**src/flash_host_pkg.sv**
```systemverilog
package flash_host_pkg;

    // ****************************************
    // timing
    // ****************************************
    localparam int CLK_PERIOD_PS     = 25000;
    localparam int RST_PULSE_NS      = 500;
    localparam int RST_READY_BUSY_US = 20;
    localparam int RST_READY_IDLE_NS = 500;
    localparam int RST_TO_READ_NS    = 50;
    localparam int HV_SETUP_US       = 4;
    localparam int WE_MIN_NS         = 100;
    localparam int PROT_PULSE_US     = 10;
    localparam int UNPROT_PULSE_MS   = 12;
    localparam int SUSP_LIMIT        = 1024;
    localparam int SUSP_DELAY_A_US   = 10000;
    localparam int SUSP_DELAY_B_US   = 1500;
    localparam int CS_HIGH_CYC       = 2;

    // least reset, setup and write-enable times round up; protect, unprotect and suspend counts truncate
    localparam int RST_PULSE_CYC = (RST_PULSE_NS * 1000 + CLK_PERIOD_PS - 1) / CLK_PERIOD_PS;
    localparam int RST_BUSY_CYC  = (RST_READY_BUSY_US * 1000000 + CLK_PERIOD_PS - 1)
                                   / CLK_PERIOD_PS;
    localparam int RST_IDLE_CYC  = (RST_READY_IDLE_NS * 1000 + CLK_PERIOD_PS - 1)
                                   / CLK_PERIOD_PS;
    localparam int RST_READ_CYC  = (RST_TO_READ_NS * 1000 + CLK_PERIOD_PS - 1) / CLK_PERIOD_PS;
    localparam int HV_SETUP_CYC  = (HV_SETUP_US * 1000000 + CLK_PERIOD_PS - 1) / CLK_PERIOD_PS;
    localparam int WE_MIN_CYC    = (WE_MIN_NS * 1000 + CLK_PERIOD_PS - 1) / CLK_PERIOD_PS;
    localparam int PROT_CYC      = (PROT_PULSE_US * 1000000) / CLK_PERIOD_PS;
    localparam int UNPROT_CYC    = (UNPROT_PULSE_MS * 1000000) / CLK_PERIOD_PS * 1000;
    localparam int SUSP_A_CYC    = (SUSP_DELAY_A_US * 1000) / CLK_PERIOD_PS * 1000;
    localparam int SUSP_B_CYC    = (SUSP_DELAY_B_US * 1000) / CLK_PERIOD_PS * 1000;

    // ****************************************
    // data bits and fields
    // ****************************************
    localparam int POLL_BIT      = 7;
    localparam int TOGGLE_BIT    = 6;
    localparam int ADDR_W        = 19;
    localparam int DATA_W        = 8;
    localparam int SECT_LO       = 12;
    localparam int SECT_HI       = 18;
    localparam int CNT_W         = 32;

    // ****************************************
    // host operations
    // ****************************************
    typedef enum logic [2:0] {
        OP_READ      = 3'h0,
        OP_WRITE     = 3'h1,
        OP_POLL_PROG = 3'h2,
        OP_POLL_ERAS = 3'h3,
        OP_TOGGLE    = 3'h4,
        OP_RESET     = 3'h5,
        OP_PROTECT   = 3'h6,
        OP_UNPROTECT = 3'h7
    } op_t;

    typedef struct packed {
        op_t               op;
        logic [ADDR_W-1:0] addr;
        logic [DATA_W-1:0] data;
        logic              suspend;
        logic              variantB;
        logic              devBusy;
    } req_t;

    typedef struct packed {
        logic              ceN;
        logic              oeN;
        logic              weN;
        logic              rstN;
        logic              rstHv;
        logic              oeHv;
        logic [ADDR_W-1:0] addr;
        logic [DATA_W-1:0] dout;
        logic              doutEn;
    } pins_t;

    typedef enum logic [10:0] {
        S_IDLE   = 11'h001,
        S_RD     = 11'h002,
        S_WR     = 11'h004,
        S_GAP    = 11'h008,
        S_POLL   = 11'h010,
        S_RSTLO  = 11'h020,
        S_RSTWT  = 11'h040,
        S_HVSET  = 11'h080,
        S_WEPUL  = 11'h100,
        S_HVEND  = 11'h200,
        S_SUSPD  = 11'h400
    } state_t;

endpackage

```
**src/flash_host.sv**
```systemverilog
`timescale 1ns/1ps
module flash_host #(
    parameter int RST_BUSY_CYC = flash_host_pkg::RST_BUSY_CYC,
    parameter int PROT_CYC     = flash_host_pkg::PROT_CYC,
    parameter int UNPROT_CYC   = flash_host_pkg::UNPROT_CYC,
    parameter int SUSP_A_CYC   = flash_host_pkg::SUSP_A_CYC,
    parameter int SUSP_B_CYC   = flash_host_pkg::SUSP_B_CYC,
    parameter int POLL_MAX     = 65535
) (
    // clock and reset
    input  wire logic                                ref_clk,
    input  wire logic                                sys_rst,
    // request side
    input  wire logic                                reqValid,
    input  wire flash_host_pkg::req_t                req,
    output logic                                     reqReady,
    output logic                                     doneValid,
    output logic [flash_host_pkg::DATA_W-1:0]        doneData,
    output logic                                     doneOk,
    // flash pins
    output flash_host_pkg::pins_t                    pins,
    input  wire logic [flash_host_pkg::DATA_W-1:0]   flashDin
);

    // ****************************************
    // input synchroniser
    // ****************************************
    logic [flash_host_pkg::DATA_W-1:0] dinMeta_q;
    logic [flash_host_pkg::DATA_W-1:0] dinSync_q;

    always_ff @(posedge ref_clk or posedge sys_rst) begin
        if (sys_rst) begin
            dinMeta_q <= '0;
            dinSync_q <= '0;
        end else begin
            dinMeta_q <= flashDin;
            dinSync_q <= dinMeta_q;
        end
    end

    // ****************************************
    // sequencer
    // ****************************************
    flash_host_pkg::state_t            state_q;
    flash_host_pkg::state_t            ret_q;
    flash_host_pkg::req_t              cur_q;
    flash_host_pkg::pins_t             pins_q;
    logic [flash_host_pkg::CNT_W-1:0]  cnt_q;
    logic [flash_host_pkg::CNT_W-1:0]  polls_q;
    logic [10:0]                       susp_q;
    logic                              prevTgl_q;
    logic                              havePrev_q;
    logic                              rstBusy_q;
    logic                              doneValid_q;
    logic                              doneOk_q;
    logic [flash_host_pkg::DATA_W-1:0] doneData_q;
    logic [flash_host_pkg::DATA_W-1:0] statByte_q;

    localparam int RDC = 4;
    wire cntZero   = (cnt_q == '0);
    // released bus is not status: poll on the byte latched at read end
    wire pollBit   = statByte_q[flash_host_pkg::POLL_BIT];
    wire tglBit    = statByte_q[flash_host_pkg::TOGGLE_BIT];
    wire progDone  = (pollBit == cur_q.data[flash_host_pkg::POLL_BIT]);
    wire erasDone  = pollBit;
    wire tglDone   = havePrev_q && (tglBit == prevTgl_q);
    wire isProg    = (cur_q.op == flash_host_pkg::OP_POLL_PROG);
    wire isEras    = (cur_q.op == flash_host_pkg::OP_POLL_ERAS);
    wire statDone  = isProg ? progDone : (isEras ? erasDone : tglDone);
    wire suspOver  = (susp_q >= 11'(flash_host_pkg::SUSP_LIMIT));
    wire pollOut   = (polls_q >= POLL_MAX[flash_host_pkg::CNT_W-1:0]);
    wire [flash_host_pkg::ADDR_W-1:0] sectAddr = {req.addr[flash_host_pkg::SECT_HI:
        flash_host_pkg::SECT_LO], {flash_host_pkg::SECT_LO{1'b0}}};

    assign reqReady  = (state_q == flash_host_pkg::S_IDLE);
    assign pins      = pins_q;
    assign doneValid = doneValid_q;
    assign doneOk    = doneOk_q;
    assign doneData  = doneData_q;

    always_ff @(posedge ref_clk or posedge sys_rst) begin
        if (sys_rst) begin
            state_q     <= flash_host_pkg::S_IDLE;
            ret_q       <= flash_host_pkg::S_IDLE;
            cur_q       <= '0;
            pins_q      <= '{ceN: 1'b1, oeN: 1'b1, weN: 1'b1, rstN: 1'b1, default: '0};
            cnt_q       <= '0;
            polls_q     <= '0;
            susp_q      <= '0;
            prevTgl_q   <= 1'b0;
            havePrev_q  <= 1'b0;
            rstBusy_q   <= 1'b0;
            doneValid_q <= 1'b0;
            doneOk_q    <= 1'b0;
            doneData_q  <= '0;
            statByte_q  <= '0;
        end else begin
            doneValid_q <= 1'b0;
            if (!cntZero) begin
                cnt_q <= cnt_q - 1'b1;
            end
            case (state_q)
                flash_host_pkg::S_IDLE: begin
                    if (reqValid) begin
                        cur_q      <= req;
                        polls_q    <= '0;
                        havePrev_q <= 1'b0;
                        pins_q.addr <= req.addr;
                        case (req.op)
                            flash_host_pkg::OP_READ, flash_host_pkg::OP_POLL_PROG,
                            flash_host_pkg::OP_POLL_ERAS, flash_host_pkg::OP_TOGGLE: begin
                                pins_q.ceN <= 1'b0;
                                pins_q.oeN <= 1'b0;
                                cnt_q      <= RDC;
                                state_q    <= flash_host_pkg::S_RD;
                            end
                            flash_host_pkg::OP_WRITE: begin
                                if (req.suspend && suspOver) begin
                                    cnt_q   <= req.variantB ? SUSP_B_CYC : SUSP_A_CYC;
                                    susp_q  <= '0;
                                    state_q <= flash_host_pkg::S_SUSPD;
                                end else begin
                                    if (req.suspend) begin
                                        susp_q <= susp_q + 1'b1;
                                    end
                                    pins_q.ceN    <= 1'b0;
                                    pins_q.weN    <= 1'b0;
                                    pins_q.dout   <= req.data;
                                    pins_q.doutEn <= 1'b1;
                                    cnt_q         <= RDC;
                                    state_q       <= flash_host_pkg::S_WR;
                                end
                                pins_q.addr <= req.addr;
                            end
                            flash_host_pkg::OP_RESET: begin
                                pins_q.rstN <= 1'b0;
                                rstBusy_q   <= req.devBusy;
                                cnt_q       <= flash_host_pkg::RST_PULSE_CYC;
                                state_q     <= flash_host_pkg::S_RSTLO;
                            end
                            default: begin
                                // protect and unprotect under high voltage
                                pins_q.addr  <= sectAddr;
                                pins_q.ceN   <= 1'b0;
                                pins_q.rstHv <= 1'b1;
                                pins_q.oeHv  <= 1'b1;
                                cnt_q        <= flash_host_pkg::HV_SETUP_CYC;
                                state_q      <= flash_host_pkg::S_HVSET;
                            end
                        endcase
                    end
                end
                flash_host_pkg::S_RD: begin
                    if (cntZero) begin
                        pins_q.ceN <= 1'b1;
                        pins_q.oeN <= 1'b1;
                        cnt_q      <= flash_host_pkg::CS_HIGH_CYC;
                        if (cur_q.op == flash_host_pkg::OP_READ) begin
                            doneData_q  <= dinSync_q;
                            doneOk_q    <= 1'b1;
                            doneValid_q <= 1'b1;
                            ret_q       <= flash_host_pkg::S_IDLE;
                        end else begin
                            statByte_q <= dinSync_q;
                            ret_q      <= flash_host_pkg::S_POLL;
                        end
                        state_q <= flash_host_pkg::S_GAP;
                    end
                end
                flash_host_pkg::S_POLL: begin
                    // no verify step: completion status is final
                    prevTgl_q  <= tglBit;
                    havePrev_q <= 1'b1;
                    polls_q    <= polls_q + 1'b1;
                    if (statDone || pollOut) begin
                        doneData_q  <= statByte_q;
                        doneOk_q    <= statDone;
                        doneValid_q <= 1'b1;
                        state_q     <= flash_host_pkg::S_IDLE;
                    end else begin
                        pins_q.ceN <= 1'b0;
                        pins_q.oeN <= 1'b0;
                        cnt_q      <= RDC;
                        state_q    <= flash_host_pkg::S_RD;
                    end
                end
                flash_host_pkg::S_WR: begin
                    if (cntZero) begin
                        pins_q.ceN    <= 1'b1;
                        pins_q.weN    <= 1'b1;
                        pins_q.doutEn <= 1'b0;
                        cnt_q         <= flash_host_pkg::CS_HIGH_CYC;
                        doneOk_q      <= 1'b1;
                        doneValid_q   <= 1'b1;
                        ret_q         <= flash_host_pkg::S_IDLE;
                        state_q       <= flash_host_pkg::S_GAP;
                    end
                end
                flash_host_pkg::S_GAP: begin
                    if (cntZero) begin
                        state_q <= ret_q;
                    end
                end
                flash_host_pkg::S_RSTLO: begin
                    if (cntZero) begin
                        pins_q.rstN <= 1'b1;
                        cnt_q <= rstBusy_q ? RST_BUSY_CYC :
                                 flash_host_pkg::RST_IDLE_CYC + flash_host_pkg::RST_READ_CYC;
                        state_q <= flash_host_pkg::S_RSTWT;
                    end
                end
                flash_host_pkg::S_RSTWT, flash_host_pkg::S_SUSPD: begin
                    if (cntZero) begin
                        doneOk_q    <= 1'b1;
                        doneValid_q <= 1'b1;
                        state_q     <= flash_host_pkg::S_IDLE;
                    end
                end
                flash_host_pkg::S_HVSET: begin
                    if (cntZero) begin
                        pins_q.weN <= 1'b0;
                        cnt_q <= (cur_q.op == flash_host_pkg::OP_PROTECT) ? PROT_CYC
                                                                          : UNPROT_CYC;
                        state_q <= flash_host_pkg::S_WEPUL;
                    end
                end
                flash_host_pkg::S_WEPUL: begin
                    if (cntZero) begin
                        pins_q.weN <= 1'b1;
                        cnt_q      <= flash_host_pkg::HV_SETUP_CYC;
                        state_q    <= flash_host_pkg::S_HVEND;
                    end
                end
                flash_host_pkg::S_HVEND: begin
                    if (cntZero) begin
                        pins_q.ceN   <= 1'b1;
                        pins_q.rstHv <= 1'b0;
                        pins_q.oeHv  <= 1'b0;
                        doneOk_q     <= 1'b1;
                        doneValid_q  <= 1'b1;
                        state_q      <= flash_host_pkg::S_IDLE;
                    end
                end
                default: begin
                    state_q <= flash_host_pkg::S_IDLE;
                end
            endcase
        end
    end

endmodule // flash_host

```
**config.mk**
```make
export PLATFORM = sky130hd
export DESIGN_NAME = flash_host
export DESIGN_NICKNAME = d
export VERILOG_FILES = /design/src/flash_host_pkg.sv /design/src/flash_host.sv
export SDC_FILE = /design/constraint.sdc
export NUM_CORES = 1
export LEC_CHECK = 0
export BUFFER_PORTS_ARGS = -buffer_cell sky130_fd_sc_hd__buf_2
export CAP_MARGIN = 20
export CORE_ASPECT_RATIO = 1.2
export CORE_MARGIN = 2
export CORE_UTILIZATION = 64
export DETAILED_ROUTE_END_ITERATION = 6
export PLACE_DENSITY = 0.86
export SLEW_MARGIN = 25
export SYNTH_ARGS = -nofsm -noshare
export SYNTH_HDL_FRONTEND = slang
export SYNTH_SLANG_ARGS = --single-unit
```
**constraint.sdc**
```tcl
create_clock -name ref_clk -period 14.9 [get_ports ref_clk]
set_clock_uncertainty 0.1 [all_clocks]
set_input_delay 2.98 -clock ref_clk [delete_from_list [all_inputs] [get_ports ref_clk]]
set_output_delay 2.98 -clock ref_clk [all_outputs]
set_load 0.02 [all_outputs]
```
* Word-level counts from Yosys, hierarchy flattened
Index checks and enable logic that the tools add are counted.
** Storage, ports and cells
- Input bits :: 44
- Output and inout port bits :: 45
- Register bits after elaboration :: 179
** Cells by class
- Muxes and demuxes :: 69
- Reduce and logical (&&, ||, !) cells :: 40
- Add/subtract/negate cells :: 3
- $lt $le $gt $ge :: 2
- Equality and inequality tests :: 44
- Bitwise gates (word level) :: 2
** Operators by type and width (count)
- $mux W32 :: 8
- $pmux W32 S6 :: 1
- $mux W11 :: 11
- $pmux W11 S8 :: 1
- $pmux W32 S2 :: 1
- $mux W19 :: 3
- $pmux W19 S3 :: 1
- $mux W34 :: 1
- $pmux W11 S3 :: 1
- $add A32 B1 Y32 const B :: 1
- $ge A32 B16 Y1 const B :: 1
- $logic_not A32 Y1 :: 1
- $sub A32 B1 Y32 const B :: 1
- $ne A2 B2 Y1 const B :: 14
- $mux W8 :: 3
- $pmux W11 S2 :: 1
- $reduce_and A4 Y1 :: 5
- $mux W9 :: 2
- $mux W1 :: 16
- $ne A2 B1 Y1 const B :: 8
- $pmux W8 S2 :: 1
- $reduce_and A5 Y1 :: 3
- $reduce_and A7 Y1 :: 2
- $reduce_bool A2 Y1 :: 7
- other kinds (39) :: 66

* Longest topological paths before layout
- Depth in word-level cells :: 7
- Mapped depth :: 10
- Mapped depth without buffers :: 8

* Least setup slack after synthesis
OpenSTA, ideal clock, no wires.
- Path kind :: input to register
- From :: input port reqValid
- To :: register susp_q[5]
- Slack :: 9.721 ns
- Arrival time :: 4.944 ns
- Library setup time :: 0.135 ns
- Data required time :: 14.665 ns
- Stages on the path :: 8
- Path through :: clkbuf_1 > or4bb_1 > or3_1 > clkbuf_1 > or3_1 > nor2_1 > xnor2_1 > nor2_1
** Between the ends
- Word-level cells in the longest chain between the ends :: 1
** RTL lines
- start: declaration :: line flash_host.sv:14 : input wire logic reqValid,
- $reduce_and A4 Y1 (no source line)
- end signal: assignment :: line flash_host.sv:124 : susp_q <= susp_q + 1'b1;
- end: declaration :: line flash_host.sv:50 : logic [10:0] susp_q;
No other way between the ends.
A chain may end at the register's enable or synchronous reset.

* Worst setup path in the final report
- From :: register state_q[8]
- To :: output port reqReady
** Between the ends
- Word-level cells in the longest chain between the ends :: 1
** RTL lines
- start: declaration :: line flash_host.sv:44 : flash_host_pkg::state_t state_q;
- start signal: assignment :: line flash_host.sv:83 : state_q <= flash_host_pkg::S_IDLE;
- start signal: assignment :: line flash_host.sv:115 : state_q <= flash_host_pkg::S_RD;
- start signal: assignment :: line flash_host.sv:121 : state_q <= flash_host_pkg::S_SUSPD;
- $eq A11 B1 Y1 :: line flash_host.sv:75 : assign reqReady = (state_q == flash_host_pkg::S_IDLE);
- end: declaration :: line flash_host.sv:16 : output logic reqReady,
No other way between the ends.

==> out/results.tsv <==
metric	value	unit
cts_tree	yes	
synth-seq-cells	162	
route.vias.total	7086	
drc	0	
fin_crit	5.89	ns
synth_warnings	0	
maxClockFrequency	170	MHz
area_growth	14.2	%
synthSimpleGateAreaFrac	25.1	%
postSynthAreaPerCell	9.48	sq um
post-route-util	74.4	%
drive_gt1_share	19.1	%
synth_compound_area_share	14.6	%
track_usage	31.0	%
finalCritPeriodShare	39.5	%
ys_seq_area_share	49.5	%
tightest_slew	0.957	ns
arrival	2.81	ns
critPathKind	flop to primary output	
rows	45	
synth_top_family_by_area	simple AND/OR/NAND/NOR gates	
wirelength	20200	um
start_kind	flop	
die_width	107	um
worst_slack	9.01	ns
maxSlewViolCount	0	
rsz0062_at_grt	no	
design.core.area	12600	sq um
clkTransAtPathRegs	0.07	ns
grt_max_degree	87	
io_buffers	88	
ant_nets	0	
overflow	0	
worst-path-max-fanout	12	
clkLatencyLatePin	0.44	ns
grt_pass1_wl	33600	um
placed_cells	1080	
synth_top_area_cell	dfrtp_1	
synth_top_area_share	47.5	%
drv_cap	0	
synthesis.area	8210	sq um
firstDrtPassIters	7	
cts_buffers	17	
h-tree-depth	4	
synthMuxAreaShare	2.73	%
hpwlAfterDp	13400	um
synthXorXnorAreaFrac	4.27	%
synthTopCellsByArea	dfrtp_1 (48%), nand2_1 (5.4%), o21ai_0 (4.1%)	
final_cell_mix	dfrtp_1 (156), nand2_1 (118), buf_2 (88)	
slew_headroom	35.6	%
io_pins	89	
end_kind	primary output	
peakVddDrop	129	uV
synthArstFlopShare	100	%
synth_fp_nets	915	
nets	984	
cts_setup_buffers	0	
synth_adder_area_share	0.762	%
syn-instance-count	866	
place.gp.congestion	0.946	
hold_viol	0	
initial_core_util	65.1	%
dieHeight	128	um
grt_pass1_vias	6898	
dr.first_iter.drc_count	635	
layout_commonest_cell	dfrtp_1	
post_cts_resized	0	
rrSetupSlack	11.62	ns
leakage	0.00426	uW
hold_buffers	0	
antenna_found_initial	0	
p_per_area	191	nW/um^2
stdcell_count	1113	
preCtsSetupSlack	9.51	ns
synth-main-ff-cell	dfrtp_1	
setup_viol	0	
viasPerCell	6.37	
synth_edf_count	0	
required	11.82	ns
nFillCells	894	
p_total	1790	uW
avgRoutedWirePerCell	18.2	um
setup_tns	0	ns
ys_types	73	
clk_path_buf_depth	2	
clkSinkCount	162	
die_area	13800	sq um
status	finished, final reports clean	
clock-root-buffer	clkbuf_16	
hold_class	flop to flop	
==> registers in the layout, summed over array words and instances, names as in the netlist <==
register and count:
doneOk 1, doneData 8, doneValid 1, cur_q 4, ret_q 2, cnt_q 32
state_q 11, polls_q 32, rstBusy_q 1, havePrev_q 1, statByte_q 8, susp_q 11
pins 33, dinMeta_q 8, dinSync_q 8, prevTgl_q 1
==> worst max-delay path, cell delays in order (launching register included) <==
cell	delay, ns
dfrtp_1	0.51
or4_1	0.75
or4_1	0.73
inv_1	0.19
buf_2	0.19
==> final cells by class <==
class	count	area, sq um	share of cell area (%)
flip-flops and latches	162	4060	43.3
diodes	1	2.50	0.0267
well taps	164	205	2.19
repair buffers	96	504	5.38
clock buffers	18	439	4.68
inverters	14	57.6	0.614
multi-input cells	644	3910	41.7
clock inverters	14	196	2.09
==> power by group <==
| group | switching, uW | total, uW | leakage, uW | internal, uW |
|---|---|---|---|---|
| Clock | 194 | 468 | 0.000310 | 275 |
| Combinational | 441 | 690 | 0.00185 | 250 |
| Sequential | 85.2 | 636 | 0.00210 | 551 |
| Total | 720 | 1790 | 0.00426 | 1070 |
==> layer usage <==
| metal | wire (um) | GRT usage, % | vias to the layer above |
|---|---|---|---|
| met5 | 0 | 0 | - |
| met2 | 9860 | 49.4 | 303 |
| met4 | 723 | 15.2 | 0 |
| met3 | 1330 | 6.71 | 68 |
| met1 | 8300 | 40.3 | 3422 |
| li1 | - | - | 3293 |
==> per-stage QoR <==
stage	area [sq um]	hold WS (ns)
2_1_floorplan	8210	0.231
3_3_place_gp	8730	0.232
3_5_place_dp	8730	0.240
4_1_cts	9370	0.256
5_1_grt	9380	0.259
6_report	9380	0.252
==> synth_stat cells (5+ instances only) <==
cell type and n:
dfrtp_1 156, nand2_1 118, nor2_1 72, o21ai_0 67
nand3_1 46, clkbuf_1 34, nor3_1 25, a21oi_1 24
nor4_1 22, xnor2_1 21, nand4_1 19, xor2_1 19
mux2_2 18, inv_1 14, or3_1 14, a31oi_1 13
o22ai_1 12, and3_1 10, o31ai_1 9, or4_1 9
a2bb2oi_1 8, nand3b_1 7, nor3b_1 7, and2_1 6
dfstp_2 6, buf_2 5, ha_1 5, nand4b_1 5
nor2b_1 5, o41ai_1 5, or2_2 5
==> kinds of logic (layout without fill, tap and decap cells) <==
| logic type | count (synthesis) | in the layout |
|---|---|---|
| buffers and inverters | 60 | 142 |
| adders and majority gates | 5 | 5 |
| other | 0 | 1 |
| muxes | 20 | 20 |
| AOI/OAI and AO/OA | 184 | 184 |
| xor gates and xnor gates | 40 | 40 |
| and+or+nand+nor | 395 | 395 |
| DFF | 162 | 162 |
==> final timing paths <==
path / from / end / cells past startpoint
hold / removal: dinMeta_q[4] / dinSync_q[4] / 0
max in group asynchronous: sys_rst / state_q[2] / 3
hold reg to reg: dinMeta_q[4] / dinSync_q[4] / 0
min in group asynchronous: sys_rst / polls_q[28] / 2
setup / recovery: state_q[8] / reqReady / 4
setup reg to reg: state_q[8] / cnt_q[16] / 6
Note: power is estimated with default switching activity, not from simulation.
